File: config.mk
export PLATFORM = sky130hd
export DESIGN_NAME = dual_timer
export DESIGN_NICKNAME = d
export VERILOG_FILES = /design/src/hdl/tmr_pkg.sv /design/src/hdl/ext_request_flag.sv /design/src/hdl/dual_timer.sv
export SDC_FILE = /design/constraint.sdc
export NUM_CORES = 1
export LEC_CHECK = 0
export BUFFER_PORTS_ARGS = -buffer_cell sky130_fd_sc_hd__buf_2
export CELL_PAD_IN_SITES_DETAIL_PLACEMENT = 0
export CELL_PAD_IN_SITES_GLOBAL_PLACEMENT = 1
export CORE_MARGIN = 2
export CORE_UTILIZATION = 30
export CTS_BUF_LIST = sky130_fd_sc_hd__clkbuf_8
export CTS_CLUSTER_DIAMETER = 200
export DETAILED_ROUTE_END_ITERATION = 8
export GPL_TIMING_DRIVEN = 0
export PLACE_DENSITY = 0.6
export SKIP_CTS_REPAIR_TIMING = 1
export SYNTH_ARGS = -nofsm -noshare
export SYNTH_HDL_FRONTEND = slang
export SYNTH_SLANG_ARGS = --single-unit
File: constraint.sdc
create_clock -name CLOCK_I -period 1.9 [get_ports CLOCK_I]
set_clock_uncertainty 0.1 [all_clocks]
set_input_delay 0.19 -clock CLOCK_I [delete_from_list [all_inputs] [get_ports CLOCK_I]]
set_output_delay 0.19 -clock CLOCK_I [all_outputs]
set_load 0.02 [all_outputs]
File: src/hdl/tmr_pkg.sv
// shared constants and types for the dual timer/counter with external request logic
package tmr_pkg;

  // special function register addresses
  localparam logic [7:0] ADDR_CONTROL   = 8'h88;
  localparam logic [7:0] ADDR_MODE      = 8'h89;
  localparam logic [7:0] ADDR_T0_LOW    = 8'h8a;
  localparam logic [7:0] ADDR_T1_LOW    = 8'h8b;
  localparam logic [7:0] ADDR_T0_HIGH   = 8'h8c;
  localparam logic [7:0] ADDR_T1_HIGH   = 8'h8d;

  // reset values
  localparam logic [7:0] RST_CONTROL    = 8'h00;
  localparam logic [7:0] RST_MODE       = 8'h00;
  localparam logic [7:0] RST_COUNT      = 8'h00;
  localparam logic [7:0] RDATA_UNMAPPED = 8'h00;

  // control register bit positions
  localparam int BIT_OVF_T1 = 7;
  localparam int BIT_RUN_T1 = 6;
  localparam int BIT_OVF_T0 = 5;
  localparam int BIT_RUN_T0 = 4;
  localparam int BIT_REQ_B  = 3;
  localparam int BIT_TRIG_B = 2;
  localparam int BIT_REQ_A  = 1;
  localparam int BIT_TRIG_A = 0;

  // mode register field positions
  localparam int BIT_GATE1 = 7;
  localparam int BIT_CT1   = 6;
  localparam int POS_MODE1 = 4;
  localparam int BIT_GATE0 = 3;
  localparam int BIT_CT0   = 2;
  localparam int POS_MODE0 = 0;

  // width of the low part of the 13-bit count
  localparam int LOW13_W = 5;
  localparam logic [4:0] LOW13_MAX = 5'h1f;
  localparam logic [7:0] BYTE_MAX  = 8'hff;

  // acknowledge / request vector positions
  localparam int REQ_EXT_A = 0;
  localparam int REQ_T0    = 1;
  localparam int REQ_EXT_B = 2;
  localparam int REQ_T1    = 3;

  typedef enum logic [1:0] {
    MODE_13BIT  = 2'b00,
    MODE_16BIT  = 2'b01,
    MODE_RELOAD = 2'b10,
    MODE_SPLIT  = 2'b11
  } mode_field_t;

  typedef struct packed {
    logic [7:0] addr;
    logic       we;
    logic [7:0] wdata;
  } sfr_req_t;

  typedef struct packed {
    logic [7:0] hi;
    logic [7:0] lo;
    logic       ovf;
  } count_step_t;

endpackage

File: src/hdl/ext_request_flag.sv
// one external interrupt request flag with edge or level detection
module ext_request_flag
  import tmr_pkg::*;
(
  input  wire logic clk_i,
  input  wire logic srst_i,
  input  wire logic trigger_edge_i,
  input  wire logic pin_n_i,
  input  wire logic ack_i,
  input  wire logic sw_we_i,
  input  wire logic sw_val_i,
  output logic      flag_o
);

  typedef struct packed {
    logic pin_q;
    logic flag;
  } flag_state_t;

  flag_state_t st_r;
  flag_state_t st_nxt;
  logic        fall;

  always_comb begin
    st_nxt       = st_r;
    st_nxt.pin_q = pin_n_i;
    fall         = st_r.pin_q & ~pin_n_i;
    if (trigger_edge_i) begin
      st_nxt.flag = sw_we_i ? sw_val_i : (st_r.flag & ~ack_i);
      if (fall) begin
        st_nxt.flag = 1'b1;
      end
    end else begin
      st_nxt.flag = ~pin_n_i;
    end
  end

  always_ff @(posedge clk_i) begin
    if (srst_i) begin
      // pin idles high so no false edge right after reset
      st_r <= '{pin_q: 1'b1, flag: 1'b0};
    end else begin
      st_r <= st_nxt;
    end
  end

  assign flag_o = st_r.flag;

endmodule

File: src/hdl/dual_timer.sv
// two timer/counters with four modes plus external request flags
module dual_timer
  import tmr_pkg::*;
(
  input  wire logic       CLOCK_I,
  input  wire logic       SRST_I,
  input  wire sfr_req_t   SFR_REQ_I,
  output logic [7:0]      SFR_RDATA_O,
  input  wire logic       COUNT_INPUT_PIN_A_I,
  input  wire logic       COUNT_INPUT_PIN_B_I,
  input  wire logic       EXT_IRQ_PIN_A_N_I,
  input  wire logic       EXT_IRQ_PIN_B_N_I,
  input  wire logic [3:0] VECTOR_ACK_I,
  output logic [3:0]      IRQ_REQ_O,
  output logic            T1_OVERFLOW_O
);

  ////////////////////////////////////////////////////////////////////////////
  // state
  // run bits, overflow flags and the read word sit beside the counts so that
  // a single register stage holds all but the external request flags and their pin history, which sit in their flag modules

  typedef struct packed {
    logic [7:0] t0_hi;
    logic [7:0] t0_lo;
    logic [7:0] t1_hi;
    logic [7:0] t1_lo;
    logic [7:0] mode_reg;
    logic       run_bit_t0;
    logic       run_bit_t1;
    logic       overflow_flag_t0;
    logic       overflow_flag_t1;
    logic       ext_trigger_type_a;
    logic       ext_trigger_type_b;
    logic       pin_a_q;
    logic       pin_b_q;
    logic [7:0] rdata;
    logic       t1_ovf_pulse;
  } timer_state_t;

  timer_state_t st_r;
  timer_state_t st_nxt;

  logic [1:0]  ext_flag;
  logic [1:0]  ext_pin_n;
  logic [1:0]  ext_edge;
  logic [1:0]  ext_ack;
  logic [1:0]  ext_sw_val;
  logic        we_ctrl;

  ////////////////////////////////////////////////////////////////////////////
  // one counting step of a timer in the given mode

  function automatic count_step_t count_step(input mode_field_t mode,
                                             input logic [7:0]  hi,
                                             input logic [7:0]  lo,
                                             input logic        tick);
    count_step_t r;
    r.hi  = hi;
    r.lo  = lo;
    r.ovf = 1'b0;
    if (tick) begin
      unique case (mode)
        // thirteen bit count
        // upper three low bits keep what software wrote
        MODE_13BIT: begin
          r.lo[LOW13_W-1:0] = lo[LOW13_W-1:0] + 5'h01;
          if (lo[LOW13_W-1:0] == LOW13_MAX) begin
            r.hi  = hi + 8'h01;
            r.ovf = (hi == BYTE_MAX);
          end
        end
        MODE_16BIT: begin
          r.lo = lo + 8'h01;
          if (lo == BYTE_MAX) begin
            r.hi  = hi + 8'h01;
            r.ovf = (hi == BYTE_MAX);
          end
        end
        MODE_RELOAD: begin
          r.lo  = (lo == BYTE_MAX) ? hi : lo + 8'h01;
          r.ovf = (lo == BYTE_MAX);
        end
        // low byte alone, high byte handled by caller
        MODE_SPLIT: begin
          r.lo  = lo + 8'h01;
          r.ovf = (lo == BYTE_MAX);
        end
      endcase
    end
    return r;
  endfunction

  ////////////////////////////////////////////////////////////////////////////
  // next state

  always_comb begin
    logic        gate0;
    logic        gate1;
    logic        ct0;
    logic        ct1;
    mode_field_t mode0;
    mode_field_t mode1;
    logic        fall_a;
    logic        fall_b;
    logic        tick0;
    logic        tick1;
    logic        tick0_hi;
    logic        split0;
    logic        ovf0_hi;
    logic        set_tf0;
    logic        set_tf1;
    logic        en0;
    logic        en1;
    logic        run1;
    count_step_t s0;
    count_step_t s1;

    // every local gets a value first, so none can look like a latch
    // and no pass ever reads a value left from an earlier pass
    gate0    = 1'b0;
    gate1    = 1'b0;
    ct0      = 1'b0;
    ct1      = 1'b0;
    mode0    = MODE_13BIT;
    mode1    = MODE_13BIT;
    fall_a   = 1'b0;
    fall_b   = 1'b0;
    tick0    = 1'b0;
    tick1    = 1'b0;

    tick0_hi = 1'b0;
    split0   = 1'b0;
    ovf0_hi  = 1'b0;
    set_tf0  = 1'b0;
    set_tf1  = 1'b0;
    en0      = 1'b0;
    en1      = 1'b0;
    run1     = 1'b0;
    s0       = '0;
    s1       = '0;

    st_nxt   = st_r;
    gate0    = st_r.mode_reg[BIT_GATE0];
    gate1    = st_r.mode_reg[BIT_GATE1];
    ct0      = st_r.mode_reg[BIT_CT0];
    ct1      = st_r.mode_reg[BIT_CT1];
    mode0    = mode_field_t'(st_r.mode_reg[POS_MODE0 +: 2]);
    mode1    = mode_field_t'(st_r.mode_reg[POS_MODE1 +: 2]);
    split0   = (mode0 == MODE_SPLIT);

    st_nxt.pin_a_q = COUNT_INPUT_PIN_A_I;
    st_nxt.pin_b_q = COUNT_INPUT_PIN_B_I;
    fall_a   = st_r.pin_a_q & ~COUNT_INPUT_PIN_A_I;
    fall_b   = st_r.pin_b_q & ~COUNT_INPUT_PIN_B_I;

    en0      = st_r.run_bit_t0 & (~gate0 | EXT_IRQ_PIN_A_N_I);
    // split timer 0 takes the run bit, timer 1 then runs on its mode
    run1     = st_r.run_bit_t1 | split0;
    en1      = run1 & (~gate1 | EXT_IRQ_PIN_B_N_I);

    tick0    = en0 & (ct0 ? fall_a : 1'b1);
    tick1    = en1 & (ct1 ? fall_b : 1'b1) & (mode1 != MODE_SPLIT);
    // split high byte uses timer 1 run
    tick0_hi = split0 & st_r.run_bit_t1;

    // both timers step every clock; the ticks decide whether they move
    s0 = count_step(mode0, st_r.t0_hi, st_r.t0_lo, tick0);
    s1 = count_step(mode1, st_r.t1_hi, st_r.t1_lo, tick1);

    st_nxt.t0_lo = s0.lo;
    st_nxt.t0_hi = s0.hi;
    ovf0_hi      = 1'b0;
    if (split0) begin
      st_nxt.t0_hi = tick0_hi ? st_r.t0_hi + 8'h01 : st_r.t0_hi;
      ovf0_hi      = tick0_hi & (st_r.t0_hi == BYTE_MAX);
    end
    st_nxt.t1_lo = s1.lo;
    st_nxt.t1_hi = s1.hi;

    // software writes to the counts win over counting in the same cycle
    we_ctrl = SFR_REQ_I.we & (SFR_REQ_I.addr == ADDR_CONTROL);
    if (SFR_REQ_I.we) begin
      unique case (SFR_REQ_I.addr)
        ADDR_T0_LOW:  st_nxt.t0_lo    = SFR_REQ_I.wdata;
        ADDR_T0_HIGH: st_nxt.t0_hi    = SFR_REQ_I.wdata;
        ADDR_T1_LOW:  st_nxt.t1_lo    = SFR_REQ_I.wdata;
        ADDR_T1_HIGH: st_nxt.t1_hi    = SFR_REQ_I.wdata;
        ADDR_MODE:    st_nxt.mode_reg = SFR_REQ_I.wdata;
        default: ;
      endcase
    end

    // run write leaves counts alone
    // request flag bits of the word go to the flag modules instead
    if (we_ctrl) begin
      st_nxt.run_bit_t0         = SFR_REQ_I.wdata[BIT_RUN_T0];
      st_nxt.run_bit_t1         = SFR_REQ_I.wdata[BIT_RUN_T1];
      st_nxt.ext_trigger_type_a = SFR_REQ_I.wdata[BIT_TRIG_A];
      st_nxt.ext_trigger_type_b = SFR_REQ_I.wdata[BIT_TRIG_B];
    end

    // timer 1 loses its flag in split
    set_tf0 = s0.ovf;
    set_tf1 = split0 ? ovf0_hi : s1.ovf;

    if (we_ctrl) begin
      st_nxt.overflow_flag_t0 = SFR_REQ_I.wdata[BIT_OVF_T0];
      st_nxt.overflow_flag_t1 = SFR_REQ_I.wdata[BIT_OVF_T1];
    end else begin
      st_nxt.overflow_flag_t0 = st_r.overflow_flag_t0 & ~VECTOR_ACK_I[REQ_T0];
      st_nxt.overflow_flag_t1 = st_r.overflow_flag_t1 & ~VECTOR_ACK_I[REQ_T1];
    end
    if (set_tf0) begin
      st_nxt.overflow_flag_t0 = 1'b1;
    end
    if (set_tf1) begin
      st_nxt.overflow_flag_t1 = 1'b1;
    end

    // baud-rate tick keeps running from timer 1 in every mode but its own mode 3
    st_nxt.t1_ovf_pulse = s1.ovf;

    // registered read, one cycle behind the address
    unique case (SFR_REQ_I.addr)
      ADDR_CONTROL: st_nxt.rdata = {st_r.overflow_flag_t1,
                                    st_r.run_bit_t1,
                                    st_r.overflow_flag_t0,
                                    st_r.run_bit_t0,
                                    ext_flag[1],
                                    st_r.ext_trigger_type_b,
                                    ext_flag[0],
                                    st_r.ext_trigger_type_a};
      ADDR_MODE:    st_nxt.rdata = st_r.mode_reg;
      ADDR_T0_LOW:  st_nxt.rdata = st_r.t0_lo;
      ADDR_T0_HIGH: st_nxt.rdata = st_r.t0_hi;
      ADDR_T1_LOW:  st_nxt.rdata = st_r.t1_lo;
      ADDR_T1_HIGH: st_nxt.rdata = st_r.t1_hi;
      default:      st_nxt.rdata = RDATA_UNMAPPED;
    endcase
  end

  ////////////////////////////////////////////////////////////////////////////
  // registers

  always_ff @(posedge CLOCK_I) begin
    if (SRST_I) begin
      // count bytes cleared
      // count pin history starts high so a pin still high at release is no edge
      st_r <= '{t0_hi:              RST_COUNT,
                t0_lo:              RST_COUNT,
                t1_hi:              RST_COUNT,
                t1_lo:              RST_COUNT,
                mode_reg:           RST_MODE,
                run_bit_t0:         RST_CONTROL[BIT_RUN_T0],
                run_bit_t1:         RST_CONTROL[BIT_RUN_T1],
                overflow_flag_t0:   RST_CONTROL[BIT_OVF_T0],
                overflow_flag_t1:   RST_CONTROL[BIT_OVF_T1],
                ext_trigger_type_a: RST_CONTROL[BIT_TRIG_A],
                ext_trigger_type_b: RST_CONTROL[BIT_TRIG_B],
                pin_a_q:            1'b1,
                pin_b_q:            1'b1,
                rdata:              RDATA_UNMAPPED,
                t1_ovf_pulse:       1'b0};
    end else begin
      st_r <= st_nxt;
    end
  end

  ////////////////////////////////////////////////////////////////////////////
  // external request flags

  assign ext_pin_n  = {EXT_IRQ_PIN_B_N_I, EXT_IRQ_PIN_A_N_I};
  assign ext_edge   = {st_r.ext_trigger_type_b, st_r.ext_trigger_type_a};
  assign ext_ack    = {VECTOR_ACK_I[REQ_EXT_B], VECTOR_ACK_I[REQ_EXT_A]};
  assign ext_sw_val = {SFR_REQ_I.wdata[BIT_REQ_B], SFR_REQ_I.wdata[BIT_REQ_A]};

  // each pin keeps its own edge history inside its flag module

  for (genvar g = 0; g < 2; g++) begin : g_ext
    ext_request_flag u_flag (
      .clk_i          (CLOCK_I),
      .srst_i         (SRST_I),
      .trigger_edge_i (ext_edge[g]),
      .pin_n_i        (ext_pin_n[g]),
      .ack_i          (ext_ack[g]),
      .sw_we_i        (we_ctrl),
      .sw_val_i       (ext_sw_val[g]),
      .flag_o         (ext_flag[g])
    );
  end

  ////////////////////////////////////////////////////////////////////////////
  // outputs

  assign SFR_RDATA_O   = st_r.rdata;
  assign T1_OVERFLOW_O = st_r.t1_ovf_pulse;
  // every request bit is a flop, here or in a flag module
  assign IRQ_REQ_O     = {st_r.overflow_flag_t1,
                          ext_flag[1],
                          st_r.overflow_flag_t0,
                          ext_flag[0]};

endmodule

### After elaboration in Yosys (flattened, before gate mapping)

Index checks and enable logic that the tools add are counted.

| storage, ports and cells | value |
|---|---|
| logic and storage cells | 117 |
| output and inout port bits | 13 |
| input bits | 27 |
| register bits | 61 |

| operators by class | value |
|---|---|
| eq/ne operators | 19 |
| bitwise logic cells | 29 |
| reduce and logical (&&, ||, !) cells | 5 |
| mux-type cells | 39 |
| add/subtract/negate cells | 6 |

Operators by type and width:

| kind | count |
|---|---|
| $mux W8 | 13 |
| $eq A8 B8 Y1 const B | 10 |
| $pmux W6 S4 | 2 |
| $pmux W8 S6 | 1 |
| $mux W40 | 1 |
| $mux W17 | 2 |
| $add A8 B1 Y8 const B | 4 |
| $pmux W8 S2 | 2 |
| $and A1 B1 Y1 | 16 |
| $mux W1 | 15 |
| $pmux W3 S2 | 2 |
| $add A5 B1 Y5 const B | 2 |
| $eq A5 B5 Y1 const B | 2 |
| $not A1 Y1 | 10 |
| $eq A2 B2 Y1 const B | 4 |
| $eq A2 B1 Y1 const B | 2 |
| $logic_not A2 Y1 | 2 |
| $reduce_or A2 Y1 | 2 |
| $or A1 B1 Y1 | 3 |
| $mux W2 | 1 |
| $ne A2 B2 Y1 const B | 1 |
| $reduce_and A2 Y1 | 1 |

### Logic depth before layout (Yosys ltp)

| depth | value |
|---|---|
| depth after elaboration | 8 |
| depth in mapped cells | 8 |

### Cells and area by module

Synthesis repeated with hierarchy kept, for this count alone.

| unflattened totals | value |
|---|---|
| cells, all modules | 448 |
| area total of the unflattened synthesis | 3,692.3 um^2 |

Modules (own cells, without submodules):

| module | area each (um^2) | cells each | times used | seq. area each (um^2) |
|---|---|---|---|---|
| dual_timer | 3,532.1 | 432 | 1 | 1,141.1 |
| ext_request_flag | 80.1 | 8 | 2 | 40.0 |

### Least setup slack after synthesis

Ideal clock, no wire load.

| timing path | value |
|---|---|
| kind | reg-to-reg |
| start | reg st_r[41] in the netlist's numbering |
| end | reg st_r[55] in the netlist's numbering |
| arrival time | 1,830 ps |
| slack | -146 ps |
| library setup time | 117 ps |
| buffers on the path | 1 |
| stages on the path, launching flop included | 8 |
| cells stage by stage | dfxtp_1 ha_1 nand4_1 o31a_1 buf_2 nor4b_2 xor2_1 a22o_1 |

| on the way | value |
|---|---|
| cells in the longest elaborated chain, start to end | 7 |

Ends and longest elaborated chain:

| element | line | text |
|---|---|---|
| start: declaration | dual_timer.sv:41 | `timer_state_t st_r;` |
| start signal: assignment | dual_timer.sv:250 | `st_r <= '{t0_hi: RST_COUNT,` |
| start signal: assignment | dual_timer.sv:266 | `st_r <= st_nxt;` |
| $eq A8 B8 Y1 / $eq A5 B5 Y1 (equally long branches) | dual_timer.sv:75, dual_timer.sv:68 |  |
| $mux W8 (on tied branches) | dual_timer.sv:75, dual_timer.sv:68 |  |
| $pmux W8 S2 (*) | dual_timer.sv:63 | `unique case (mode)` |
| $mux W17 (*) | dual_timer.sv:62 | `if (tick) begin` |
| $mux W8 (*) | dual_timer.sv:174 | `if (split0) begin` |
| $mux W8 | dual_timer.sv:184 | `unique case (SFR_REQ_I.addr)` |
| $mux W40 (*) | dual_timer.sv:183 | `if (SFR_REQ_I.we) begin` |

Every way passes the cells marked *; elsewhere a longest branch is shown, timed or not.
A chain may end at the register's enable or synchronous reset.

### Final worst setup path

| timing path | value |
|---|---|
| start | reg st_r[9] in the netlist's numbering |
| end | reg st_r[40] in the netlist's numbering |

| on the way | value |
|---|---|
| cells in the longest elaborated chain, start to end | 7 |

Ends and longest elaborated chain:

| element | line | text |
|---|---|---|
| $and A1 B1 Y1 (*) | dual_timer.sv:155 | `fall_b = st_r.pin_b_q & ~COUNT_INPUT_PIN_B_I;` |
| $mux W1 (*) | dual_timer.sv:163 | `tick1 = en1 & (ct1 ? fall_b : 1'b1) & (mode1 != MODE_SPLIT);` |
| $and A1 B1 Y1 (*) (2 in series) | dual_timer.sv:163 |  |
| $mux W17 (*) | dual_timer.sv:62 |  |
| $mux W8 | dual_timer.sv:184 |  |
| $mux W40 (*) | dual_timer.sv:183 |  |

Marked as above.

==> run summary <==
Register area share after synthesis -> 33.2%
Leak -> 1.74 nW
WHS Path Cells -> 2
Max-Cap Viols -> 0
Critical Path, Cell by Cell -> nand2b_4 -> a2111oi_4 -> and3_4 -> buf_6 -> nand4_1 -> xor2_1 -> a211oi_1
Vias in the first global route -> 3,310
Async S/R FF share, synth -> 0%
Die width -> 115 um
Layout cells sized above 1 -> 35.3%
Filler cells -> 1,243
Cells after DPL -> 622
Pre-antenna DRT Iters -> 7
Vias/cell -> 5.57
Synthesis-to-finish area growth -> 29.6%
Unrepaired setup endpoints after global routing -> yes
Critical path class -> reg2reg
Mean area per synthesized cell -> 8.41 sq um
Slew Viols, Final -> 0
Worst Tran Pin Value -> 863 ps
Num CTS Buffers -> 9
Clk_lat worst skew -> 350 ps
Hold endpoint -> g_ext[0].u_flag.st_r[1]
Area fraction in compound gates after synthesis -> 20.8%
Largest family of logic cells by synthesized area -> simple AND/OR/NAND/NOR gates
Failing checks -> setup timing
Logic pwr share -> 7.5%
Grt total ovfl -> 0
Most frequent cells in the layout -> 47 x nor2_1, 39 x dfxtp_1, 39 x buf_2, 39 x buf_4, 35 x nand2_1
Synth Register Bits -> 61
Multiplexer share of the synthesized area -> 10.3%
Final period util -> 102%
Pin count of the biggest net entering global routing -> 11
Hold WC Path Type -> in2reg
Register area -> 1260 sq um
Critical path capture point type -> flop
Internal power -> 1.91 mW
Initial antenna violation count -> 0
R2R depth -> 7
WL final -> 13,600 um
PwrDens -> 537 nW/um^2
Critical path's slowest cell -> a2111oi_4
Crit Path Max Fanout -> 8
GRT Total Usage -> 20.7%
Max-slew headroom -> 42.5%
Maximum clock path buffer count -> 2
Post-synthesis simple-gate area fraction -> 23.9%
Mapped Cells -> 438
Clock Tree Root -> clkbuf_8
Final setup viols -> 3
Crit-path max cell delay -> 430 ps
Final WS setup -> -32.1 ps
Post-DP HPWL -> 9520 um
Data arrival, critical path -> 2090 ps
First-pass GRT wire length -> 20,000 um
WP data required -> 2060 ps
Post-synth EDFFs -> 0
Initial Util -> 30.7%
Fin Hold WS -> 19.9 ps
Diode count -> 0
Clock Sink Count -> 61
Ports -> 40
Sequential Power Share -> 50.3%
Global placement routability congestion -> 0.865
Worst setup SP type -> flop
RR Endpoint -> st_r[40]
Yosys warns -> 0
Yosys top cell area share -> 33.2%
Mapped cell area -> 3680 sq um
R2r startpoint -> st_r[9]
Die area -> 13,200 sq um
H-tree depth -> 3
Yosys cell types -> 59
Min-delay src -> EXT_IRQ_PIN_A_N_I
Outcome -> complete, but fails checks
DRT antenna net count -> 0
Core ar. -> 12,000 sq um
Reg-to-reg slack, setup -> -30 ps
# DRC -> 0
Clock slew at reported path FFs -> 70 ps
Post-Synth XOR/XNOR Area -> 3.81%
Total number of vias -> 3,707
Largest area contributor in the netlist -> dfxtp_1
Multi-input logic area -> 2450 sq um
CTS tree -> done
Dominant synthesized flop cell -> dfxtp_1
Fin crit period -> 1930 ps
Iter 0 DRT Violations -> 279
Final hold violations -> 0
Fmax -> 0.518 GHz
Worst VDD drop -> 0.242 mV
Clock power share -> 42.2%
Rows -> 40
Die Ht -> 115 um
Sw Pwr -> 654 uW
Switching share of power -> 25.6%
Commonest non-fill, non-tap cell in the layout -> nor2_1
PortBufs -> 37
Layout Nets -> 546
Adder-cell area share of the yosys netlist -> 1.36%
Non-filler cells, final -> 666
Routed len/inst -> 20.4 um
Synth top area cells -> dfxtp_1 33%, mux2i_1 6.0%, nor2_1 5.0%, nand2_1 3.7%, a211oi_1 3.1%
Syn Nets -> 469
metal layers:
layer	up-vias	GRT usage, %	share of wire [%]
li1	1755	-	-
met1	1797	29.1	45
met2	132	32.5	46
met3	23	2.69	6.0
met4	0	8.19	2.8
met5	-	0	0
power by group through the flow:
stage                     clock network (mW)  logic, mW  registers [mW]
final                                   1.08      0.193            1.29
after detailed placement                   0      0.183            1.32
after global routing                    1.17      0.208            1.29
after global placement                     0      0.182            1.32
after CTS                               1.11      0.182            1.29
after floorplan                            0     0.0871            1.32
registers in the layout, summed over array words and instances (netlist names):
register	flops
ext_edge	2
g_ext.u_flag.flag_o	2
T1_OVERFLOW_O	1
SFR_RDATA_O	8
g_ext.u_flag.st_r	2
st_r	44
IRQ_REQ_O	2
cell families (layout without fill, tap and decap cells):
group                      after synthesis  in the layout
DFF                                     61             61
AOI/OAI and AO/OA                      106            106
adders and majority gates                4              4
buffers and inverters                   51            132
and+or+nand+nor                        168            168
xor gates and xnor gates                16             16
muxes                                   32             32
area by class of cell:
cell class	instances	area share, %
repair buffers	67	8.97
plain buffers	38	4.77
clock buffers	12	3.46
well taps	147	3.86
clock inverters	3	0.262
flip-flops and latches	61	26.4
inverters	12	0.944
multi-input cells	326	51.3
how the worst max path moves through the flow:
stage | startpoint | to | slack (ps) | cells after the start
floorplan | st_r[41] | st_r[55] | 2 | 7
global placement | st_r[17] | IRQ_REQ_O[3] | -350 | 6
detailed placement | SFR_REQ_I[9] | st_r[29] | -430 | 6
CTS | st_r[17] | IRQ_REQ_O[3] | -390 | 6
global route | st_r[9] | st_r[40] | -130 | 7
finish | st_r[9] | st_r[40] | -30 | 7
through the flow:
stage	power (mW)	TNS [ps]	utilization (%)	area [sq um]	worst slack, ps
6_report	2.56	-73.8	39.7	4770	-32.1
3_5_place_dp	1.51	-9060	34.0	4090	-430
2_1_floorplan	1.41	0	-	3720	2.18
4_1_cts	2.58	-4810	35.5	4270	-386
3_3_place_gp	1.51	-8390	34.0	4090	-346
5_1_grt	2.66	-1240	39.7	4770	-126
critical path: cells and delay by family (launching register included):
kind | cells | cell delay, ps
AOI/OAI and AO/OA | 2 | 630
and+or+nand+nor | 3 | 440
DFF | 1 | 350
xor gates and xnor gates | 1 | 190
buffers and inverters | 1 | 120
cells in the mapped netlist, types with 3 or more instances:
master and count:
a211oi_1 15, a21o_1 3, a21oi_1 18, a22o_1 8, a22oi_1 4, a31oi_1 5
and3_1 8, buf_1 3, buf_2 6, buf_4 13, clkbuf_1 17, dfxtp_1 61
ha_1 4, inv_1 12, mux2_2 6, mux2i_1 22, mux4_2 4, nand2_1 36
nand2b_1 5, nand3_1 15, nand4_1 12, nor2_1 49, nor2b_1 9, nor3_1 6
nor3b_1 7, o2111ai_1 3, o21ai_0 18, o221ai_1 6, o31a_1 4, or2_2 5
xnor2_1 6, xor2_1 10
Power figures use the tool's default switching activity.
